File: src/sbsf_pkg.sv
`default_nettype none
package sbsf_pkg;
	// Register indices; the byte address is four times the index
	localparam logic [7:0] SBSF_IDX_CONTROL = 8'ha0;
	localparam logic [7:0] SBSF_IDX_TX_HOLD = 8'ha1;
	localparam logic [7:0] SBSF_IDX_STATUS = 8'ha2;
	localparam logic [7:0] SBSF_IDX_IRQ_STAT = 8'ha3;
	localparam logic [7:0] SBSF_IDX_IRQ_MASK = 8'ha4;
	localparam logic [7:0] SBSF_IDX_RX_BUF = 8'had;
	localparam int SBSF_ADDR_W = 12;
	// Field positions
	localparam int SBSF_CTRL_TX_EN = 5;
	localparam int SBSF_ST_TX_EMPTY = 7;
	localparam int SBSF_ST_RX_FULL = 6;
	localparam int SBSF_IRQ_TX = 0;
	localparam int SBSF_IRQ_RX = 1;
	// Values after reset
	localparam logic [7:0] SBSF_RST_CONTROL = 8'h00;
	localparam logic [7:0] SBSF_RST_TX_HOLD = 8'h00;
	localparam logic [7:0] SBSF_RST_RX_BUF = 8'h00;
	localparam logic [1:0] SBSF_RST_IRQ = 2'h0;
	localparam logic SBSF_RST_TX_EMPTY = 1'b1;
	localparam logic SBSF_RST_RX_FULL = 1'b0;
	// AXI responses
	localparam logic [1:0] SBSF_RESP_OKAY = 2'h0;
	localparam logic [1:0] SBSF_RESP_SLVERR = 2'h2;
	// Status flags carried together
	typedef struct packed {
		logic tx_empty;
		logic rx_full;
	} sbsf_flags_t;
	// Byte address of a register index
	function automatic logic [SBSF_ADDR_W-1:0] sbsf_byte_addr(input logic [7:0] idx);
		sbsf_byte_addr = {2'h0, idx, 2'h0};
	endfunction
endpackage
`default_nettype wire

File: src/sbsf_top.sv
// Overview of operation
// - Transmit empty flag reads 0 while a written byte awaits the shift register.
// - Through the status register, software clears transmit empty only by reading it as 1, then writing 0.
// - Writing a byte to the holding register clears transmit empty while transmit enable is 1 and no transfer happens in the same cycle.
// - Transmit empty is forced to 1 while transmit enable is 0.
// - Transfer from holding to shift register sets transmit empty to 1.
// - Status flags accept only a written 0 as clear; a written 1 is ignored.
`timescale 1ns/1ps
`default_nettype none
module sbsf_top
	import sbsf_pkg::*;
(
	input wire logic CLK,
	input wire logic SYS_RST,
	input wire logic [SBSF_ADDR_W-1:0] S_AXI_AWADDR,
	input wire logic S_AXI_AWVALID,
	output logic S_AXI_AWREADY,
	input wire logic [31:0] S_AXI_WDATA,
	input wire logic [3:0] S_AXI_WSTRB,
	input wire logic S_AXI_WVALID,
	output logic S_AXI_WREADY,
	output logic [1:0] S_AXI_BRESP,
	output logic S_AXI_BVALID,
	input wire logic S_AXI_BREADY,
	input wire logic [SBSF_ADDR_W-1:0] S_AXI_ARADDR,
	input wire logic S_AXI_ARVALID,
	output logic S_AXI_ARREADY,
	output logic [31:0] S_AXI_RDATA,
	output logic [1:0] S_AXI_RRESP,
	output logic S_AXI_RVALID,
	input wire logic S_AXI_RREADY,
	output logic [7:0] TX_DATA,
	output logic TX_DATA_VALID,
	input wire logic TX_SHIFT_LOAD,
	input wire logic [7:0] RX_DATA,
	input wire logic RX_LOAD,
	output logic IRQ
);
	////////////////////////////////////////////////////////////////////////////////
	// Register state
	logic [7:0] control;
	logic [7:0] tx_holding_reg;
	logic [7:0] rx_data_buffer;
	logic [1:0] irq_status;
	logic [1:0] irq_mask;
	sbsf_flags_t flags;
	sbsf_flags_t armed;
	sbsf_flags_t next_flags;
	sbsf_flags_t next_armed;
	logic [1:0] next_irq_status;
	// Write channel holding
	logic aw_held;
	logic w_held;
	logic [SBSF_ADDR_W-1:0] aw_addr;
	logic [31:0] w_data;
	logic [3:0] w_strb;
	logic [31:0] next_rdata;
	logic [1:0] next_rresp;

	////////////////////////////////////////////////////////////////////////////////
	// Bus decode
	wire do_write = aw_held && w_held && !S_AXI_BVALID;
	wire do_read = S_AXI_ARVALID && S_AXI_ARREADY;
	wire lane0 = w_strb[0];
	wire wr_ctrl = do_write && lane0 && aw_addr == sbsf_byte_addr(SBSF_IDX_CONTROL);
	wire wr_hold = do_write && lane0 && aw_addr == sbsf_byte_addr(SBSF_IDX_TX_HOLD);
	wire wr_stat = do_write && lane0 && aw_addr == sbsf_byte_addr(SBSF_IDX_STATUS);
	wire wr_istat = do_write && lane0 && aw_addr == sbsf_byte_addr(SBSF_IDX_IRQ_STAT);
	wire wr_imask = do_write && lane0 && aw_addr == sbsf_byte_addr(SBSF_IDX_IRQ_MASK);
	wire wr_known = aw_addr == sbsf_byte_addr(SBSF_IDX_CONTROL) ||
		aw_addr == sbsf_byte_addr(SBSF_IDX_TX_HOLD) ||
		aw_addr == sbsf_byte_addr(SBSF_IDX_STATUS) ||
		aw_addr == sbsf_byte_addr(SBSF_IDX_IRQ_STAT) ||
		aw_addr == sbsf_byte_addr(SBSF_IDX_IRQ_MASK);
	wire rd_ctrl = S_AXI_ARADDR == sbsf_byte_addr(SBSF_IDX_CONTROL);
	wire rd_hold = S_AXI_ARADDR == sbsf_byte_addr(SBSF_IDX_TX_HOLD);
	wire rd_stat_hit = S_AXI_ARADDR == sbsf_byte_addr(SBSF_IDX_STATUS);
	wire rd_istat = S_AXI_ARADDR == sbsf_byte_addr(SBSF_IDX_IRQ_STAT);
	wire rd_imask = S_AXI_ARADDR == sbsf_byte_addr(SBSF_IDX_IRQ_MASK);
	wire rd_rx_hit = S_AXI_ARADDR == sbsf_byte_addr(SBSF_IDX_RX_BUF);
	wire rd_stat = do_read && rd_stat_hit;
	wire rd_rx = do_read && rd_rx_hit;
	wire tx_en = control[SBSF_CTRL_TX_EN];
	wire [7:0] status_byte = {flags.tx_empty, flags.rx_full, 6'h00};

	// Handshake outputs
	assign S_AXI_AWREADY = !aw_held;
	assign S_AXI_WREADY = !w_held;
	assign S_AXI_ARREADY = !S_AXI_RVALID;

	////////////////////////////////////////////////////////////////////////////////
	// Flag next values; hardware set wins over software clear
	always_comb begin
		next_flags = flags;
		next_armed = armed;
		// Reading a flag as 1 arms its clear
		if (rd_stat && flags.tx_empty) begin
			next_armed.tx_empty = 1'b1;
		end
		if (rd_stat && flags.rx_full) begin
			next_armed.rx_full = 1'b1;
		end
		if (wr_stat) begin
			next_armed = '0;
		end
		// Only a written 0 on an armed flag clears it
		if (wr_stat && armed.tx_empty && !w_data[SBSF_ST_TX_EMPTY]) begin
			next_flags.tx_empty = 1'b0;
		end
		if (wr_stat && armed.rx_full && !w_data[SBSF_ST_RX_FULL]) begin
			next_flags.rx_full = 1'b0;
		end
		if (wr_hold) begin
			next_flags.tx_empty = 1'b0;
		end
		if (!tx_en || TX_SHIFT_LOAD) begin
			next_flags.tx_empty = 1'b1;
		end
		if (rd_rx) begin
			next_flags.rx_full = 1'b0;
		end
		if (RX_LOAD) begin
			next_flags.rx_full = 1'b1;
		end
	end

	// Interrupt status: events set, written ones clear, set wins
	always_comb begin
		next_irq_status = irq_status;
		if (wr_istat) begin
			next_irq_status = irq_status & ~w_data[1:0];
		end
		if (TX_SHIFT_LOAD) begin
			next_irq_status[SBSF_IRQ_TX] = 1'b1;
		end
		if (RX_LOAD) begin
			next_irq_status[SBSF_IRQ_RX] = 1'b1;
		end
	end

	// Read data selection
	always_comb begin
		next_rdata = 32'h00000000;
		next_rresp = SBSF_RESP_OKAY;
		if (rd_ctrl) begin
			next_rdata = {24'h000000, control};
		end else if (rd_hold) begin
			next_rdata = {24'h000000, tx_holding_reg};
		end else if (rd_stat_hit) begin
			next_rdata = {24'h000000, status_byte};
		end else if (rd_istat) begin
			next_rdata = {30'h0, irq_status};
		end else if (rd_imask) begin
			next_rdata = {30'h0, irq_mask};
		end else if (rd_rx_hit) begin
			next_rdata = {24'h000000, rx_data_buffer};
		end else begin
			next_rresp = SBSF_RESP_SLVERR;
		end
	end

	////////////////////////////////////////////////////////////////////////////////
	// Write channels
	always_ff @(posedge CLK) begin
		if (SYS_RST) begin
			aw_held <= 1'b0;
			w_held <= 1'b0;
			aw_addr <= '0;
			w_data <= 32'h00000000;
			w_strb <= 4'h0;
			S_AXI_BVALID <= 1'b0;
			S_AXI_BRESP <= SBSF_RESP_OKAY;
		end else begin
			if (S_AXI_AWVALID && !aw_held) begin
				aw_held <= 1'b1;
				aw_addr <= S_AXI_AWADDR;
			end
			if (S_AXI_WVALID && !w_held) begin
				w_held <= 1'b1;
				w_data <= S_AXI_WDATA;
				w_strb <= S_AXI_WSTRB;
			end
			if (do_write) begin
				aw_held <= 1'b0;
				w_held <= 1'b0;
				S_AXI_BVALID <= 1'b1;
				S_AXI_BRESP <= wr_known ? SBSF_RESP_OKAY : SBSF_RESP_SLVERR;
			end else if (S_AXI_BREADY) begin
				S_AXI_BVALID <= 1'b0;
			end
		end
	end

	// Read channel
	always_ff @(posedge CLK) begin
		if (SYS_RST) begin
			S_AXI_RVALID <= 1'b0;
			S_AXI_RDATA <= 32'h00000000;
			S_AXI_RRESP <= SBSF_RESP_OKAY;
		end else if (do_read) begin
			S_AXI_RVALID <= 1'b1;
			S_AXI_RDATA <= next_rdata;
			S_AXI_RRESP <= next_rresp;
		end else if (S_AXI_RREADY) begin
			S_AXI_RVALID <= 1'b0;
		end
	end

	// Software registers
	always_ff @(posedge CLK) begin
		if (SYS_RST) begin
			control <= SBSF_RST_CONTROL;
			tx_holding_reg <= SBSF_RST_TX_HOLD;
			irq_mask <= SBSF_RST_IRQ;
		end else begin
			if (wr_ctrl) control <= w_data[7:0];
			if (wr_hold) tx_holding_reg <= w_data[7:0];
			if (wr_imask) irq_mask <= w_data[1:0];
		end
	end

	// Flags, receive buffer and interrupt status
	always_ff @(posedge CLK) begin
		if (SYS_RST) begin
			flags <= '{tx_empty: SBSF_RST_TX_EMPTY, rx_full: SBSF_RST_RX_FULL};
			armed <= '0;
			rx_data_buffer <= SBSF_RST_RX_BUF;
			irq_status <= SBSF_RST_IRQ;
		end else begin
			flags <= next_flags;
			armed <= next_armed;
			irq_status <= next_irq_status;
			if (RX_LOAD) rx_data_buffer <= RX_DATA;
		end
	end

	// Shift register side and interrupt
	assign TX_DATA = tx_holding_reg;
	assign TX_DATA_VALID = !flags.tx_empty && tx_en;
	assign IRQ = |(irq_status & irq_mask);
endmodule
`default_nettype wire

File: config.mk
export PLATFORM = sky130hd
export DESIGN_NAME = sbsf_top
export DESIGN_NICKNAME = d
export VERILOG_FILES = /design/src/sbsf_pkg.sv /design/src/sbsf_top.sv
export SDC_FILE = /design/constraint.sdc
export NUM_CORES = 1
export LEC_CHECK = 0
export ABC_AREA = 1
export BUFFER_PORTS_ARGS = -buffer_cell sky130_fd_sc_hd__buf_2
export CAP_MARGIN = 20
export CORE_MARGIN = 3
export CORE_UTILIZATION = 45
export DETAILED_ROUTE_END_ITERATION = 16
export PLACE_DENSITY = 0.75
export RECOVER_POWER = 100
export SYNTH_ARGS = -nofsm -noshare
export SYNTH_HDL_FRONTEND = slang
export SYNTH_SLANG_ARGS = --single-unit
File: constraint.sdc
create_clock -name CLK -period 4.1 [get_ports CLK]
set_input_delay 0.205 -clock CLK [delete_from_list [all_inputs] [get_ports CLK]]
set_output_delay 0.205 -clock CLK [all_outputs]
set_load 0.01 [all_outputs]
After elaboration in Yosys (flattened, before gate mapping). Cells that the tools add are included.

Flip-flop bits (word level): 93. Input port bits: 77. Output and inout bits: 51. Logic and storage cells: 102.

Equality and inequality tests: 11. Multiplexer cells: 25. Bitwise gates (word level): 3. Reductions and logical operators: 43.

Operator list (number): $eq A12 B10 Y1 const B (11); $mux W8 (6); $logic_and A1 B1 Y1 (20); $mux W2 (8); $mux W1 (11); $reduce_bool A2 Y1 (5); $logic_not A1 Y1 (8); $reduce_or A2 Y1 (4); $logic_or A1 B1 Y1 (5); $and A2 B2 Y2 (2); $reduce_bool A3 Y1 (1); $not A2 Y2 (1).

Logic depth before layout (Yosys ltp).
Depth in word-level cells: 9. Depth in mapped cells: 11.

Worst setup path before layout. OpenSTA, ideal clock, no wires.

Path kind: flip-flop to flip-flop. Start point: register aw_addr[9]. End point: register tx_holding_reg[6], in the netlist TX_DATA[6]. Arrival time: 1.228 ns. Data required time: 3.985 ns. Path slack: 2.757 ns. Stages on the path, launching flop included: 9. Path buffers: 1. Period minus slack after synthesis: 1.343 ns. Path through: dfxtp_1 inv_2 nor2_2 nand2_2 nor3_4 nand3_4 buf_6 o21ai_2 a21oi_2.

Longest elaborated chain between the ends: 2.

Ends and longest elaborated chain: start, declared (line sbsf_top.sv:54) `logic [SBSF_ADDR_W-1:0] aw_addr;`; start signal, assigned (line sbsf_top.sv:168) `aw_addr <= '0;`; start signal, assigned (line sbsf_top.sv:176) `aw_addr <= S_AXI_AWADDR;`; $eq A12 B10 Y1 (line sbsf_top.sv:66) `wire wr_hold = do_write && lane0 && aw_addr == sbsf_byte_addr(SBSF_IDX_TX_HOLD);`; $logic_and A1 B1 Y1 (line sbsf_top.sv:66); end signal, assigned (line sbsf_top.sv:217) `if (wr_hold) tx_holding_reg <= w_data[7:0];`; end, declared (line sbsf_top.sv:42) `logic [7:0] tx_holding_reg;`.

Every way passes these cells. A chain may end at the register's enable or synchronous reset.

Worst setup path in the final report.
Start point: register aw_addr[10]. End point: register control[7].

Longest elaborated chain between the ends: 2.

Ends and longest elaborated chain: $eq A12 B10 Y1 (line sbsf_top.sv:65) `wire wr_ctrl = do_write && lane0 && aw_addr == sbsf_byte_addr(SBSF_IDX_CONTROL);`; $logic_and A1 B1 Y1 (line sbsf_top.sv:65); end signal, assigned (line sbsf_top.sv:216) `if (wr_ctrl) control <= w_data[7:0];`; end, declared (line sbsf_top.sv:41) `logic [7:0] control;`.

Every way passes these cells.

==> results.json <==
{
  "outcome": "complete, no violations",
  "critPathCaptureType": "flip-flop",
  "async_flop_share": 0,
  "p_seq_frac": 0.509,
  "core_area_sq_um": 6910,
  "dr.pass1.iters": 4,
  "required_ns": 4.32,
  "gr-total-overflow": 0,
  "die_h_microns": 90.9,
  "fin_nets": 602,
  "synth_area_leaders": "dfxtp_1 41%, nor2_1 8.9%, o21ai_0 7.1%, nand2_1 6.8%, buf_4 6.0%",
  "cpMaxStageDelayCell": "nand3_1",
  "worstReg2RegEnd": "control[7]",
  "synth.top_cell.area_share": 0.414,
  "htreeDepth": 3,
  "numPortBuffers": 74,
  "crit_chain": "nor2_1, nand2_2, nor3_1, nand3_1, o21ai_0, a21oi_2",
  "vias_per_cell": 4.75,
  "finalCriticalPeriod_ns": 2.47,
  "drt_iter0_markers": 170,
  "fillCellCount": 742,
  "totalWireLength_microns": 7560,
  "fp.dieW_microns": 90.9,
  "synthesis.area_sq_um": 3240,
  "min_from": "S_AXI_AWADDR[0]",
  "internal-power_uw": 1020,
  "syn_inst": 454,
  "crit_type": "flip-flop to flip-flop",
  "synth.avg_cell_area_sq_um": 7.14,
  "tns_ns": 0,
  "gr-usage-all-layers": 0.182,
  "critical-path-top-delay-family": "simple AND/OR/NAND/NOR gates",
  "start_util": 0.469,
  "yosysWarnings": 0,
  "ys_seq_area_frac": 0.414,
  "cts_buffers": 9,
  "drive_gt1_frac": 0.155,
  "grt_pass1_wl_microns": 12100,
  "slew_violations": 0,
  "ant_nets": 0,
  "fmax_mhz": 405,
  "drc": 0,
  "rows": 30,
  "whs_ns": 0.0825,
  "finalHoldViolations": 0,
  "cts_buffer_depth": 2,
  "clk-insertion-delay-late_ns": 0.34,
  "crit_fanout": 16,
  "netSwitchingFraction": 0.257,
  "tightestPinTransition_ns": 1.28,
  "cts.sinks": 67,
  "rsz0062_at_grt": "false",
  "synth_edf_count": 0,
  "crit-reg2reg-launch": "aw_addr[10]",
  "syn_to_final_growth_pct": 13.4,
  "dp_hpwl_microns": 5650,
  "path_buf_inv": 0,
  "p_switching_uw": 353,
  "yosys_most_used_dff": "dfxtp_1",
  "clk_pin_slew_ns": 0.07,
  "min_period_over_period": 0.602,
  "synth_seq_cells": 67,
  "multi_input_area_sq_um": 1460,
  "cap_violations": 0,
  "slew-limit-headroom": 0.149,
  "fin_skew_ns": 0.00544,
  "ys_types": 34,
  "crit_path_start": "aw_addr[10]",
  "grt_max_degree": 37,
  "peakVddDrop_v": 0.000213,
  "comb_power_share": 0.099,
  "crit_cells": 6,
  "r2r_slack_ns": 1.63,
  "critPathMaxStageDelay_ns": 0.67,
  "wire_per_inst_microns": 12.1,
  "design_area_sq_um": 3670,
  "p_clk_frac": 0.391,
  "yosysTopAreaCell": "dfxtp_1",
  "p_per_area_nw_per_um2": 374,
  "die_area_sq_um": 8260,
  "clockRootBuffer": "clkbuf_8",
  "antenna_found_initial": 0,
  "vias": 2976,
  "holdCritPathClass": "primary input to flip-flop",
  "reg2reg_depth": 6,
  "cp-start-kind": "flip-flop",
  "post_cts_resized": 0,
  "gp_congestion": 0.874,
  "regArea_sq_um": 1340,
  "n_antenna_cell": 0,
  "placed_cell_area_sq_um": 3590,
  "power.leakage_uw": 0.00158,
  "cts_hold_buf": 0,
  "ios": 128,
  "setup_viol": 0,
  "cts_setup_buffers": 0,
  "cts_tree": "done",
  "crit_end": "control[7]",
  "grt_pass1_vias": 2726,
  "cp.arrival_ns": 2.69
}
## power by group through the flow
stage	sequential, uW	clock (uW)	combinational (uW)
floorplan	711	0	113
global placement	714	0	137
detailed placement	715	0	143
CTS	700	555	145
global route	702	582	158
finish	700	537	136
## logic make-up after synthesis
kind of cell | Yosys count | share of synthesized area
DFF | 67 | 0.414
buffers and inverters | 98 | 0.149
AOI/OAI and AO/OA | 98 | 0.165
other | 1 | 0.00116
and+or+nand+nor | 190 | 0.271
## registers in the layout, summed over array words and instances, names as in the netlist
signal	cells
S_AXI_BRESP	1
S_AXI_BVALID	1
S_AXI_RDATA	8
S_AXI_RRESP	1
S_AXI_RVALID	1
TX_DATA	8
armed	2
aw_addr	12
aw_held	1
control	8
flags	2
irq_mask	2
irq_status	2
rx_data_buffer	8
w_data	8
w_held	1
w_strb	1
## how the worst min path moves through the flow
stage | cells past startpoint | slack, ns | end
after floorplan | 1 | 0.27 | S_AXI_RDATA[0]
after global placement | 3 | 0.43 | aw_addr[1]
after detailed placement | 3 | 0.43 | aw_addr[0]
after CTS | 3 | 0.06 | aw_addr[11]
after global routing | 3 | 0.08 | w_data[3]
final | 3 | 0.08 | aw_addr[0]
## worst min-delay path, stage by stage
cell	delay, ns
buf_2	0.07
nor2_1	0.03
nor2_1	0.08
## synthesized netlist by cell type (all sizes together) (2+ instances only)
master,instances
o21ai,49
buf,30
nor3,8
a41oi,2
inv,57
o211ai,3
nand4,9
dfxtp,67
nand2,62
clkbuf,10
nand3,26
nor2,82
a21oi,41
## area by class of cell
class                      instances  area share
multi-input combinational        314       0.397
sequential                        67       0.365
timing repair buffer              75      0.0930
inverter                          58      0.0592
clock buffer                      11      0.0385
tap                               96      0.0327
clock inverter                     5      0.0143
## cell usage in the layout (no fill, tap or decap), types with 2 or more instances in the layout
master / instances
inv_1: 52
clkbuf_1: 28
clkbuf_8: 10
dfxtp_1: 67
a21oi_1: 38
o21ai_0: 48
nor2_1: 79
inv_2: 5
nor2_4: 2
nand3_2: 2
o211ai_1: 3
clkinv_2: 3
nand3_1: 23
conb_1: 26
nor3_1: 8
a21oi_2: 3
nand4_1: 9
buf_2: 48
nand2_1: 59
nand2_2: 3
a41oi_1: 2
## stage by stage
stage                      util  worst slack [ns]  std cells  total power, uW
after detailed placement  0.520              2.45        610              858
after global placement    0.516              2.27        609              851
final                     0.532              1.63        626             1370
after floorplan               -              2.76        479              824
after global routing      0.532              1.34        626             1440
after CTS                 0.548              2.52        626             1400
## metal layers
metal,vias to the layer above,track usage,wire (microns)
met2,103,0.301,3570
met5,-,0,0
li1,1555,-,-
met3,15,0.0708,568
met1,1303,0.217,3280
met4,0,0.0603,146
Power figures use the tool's default switching activity.
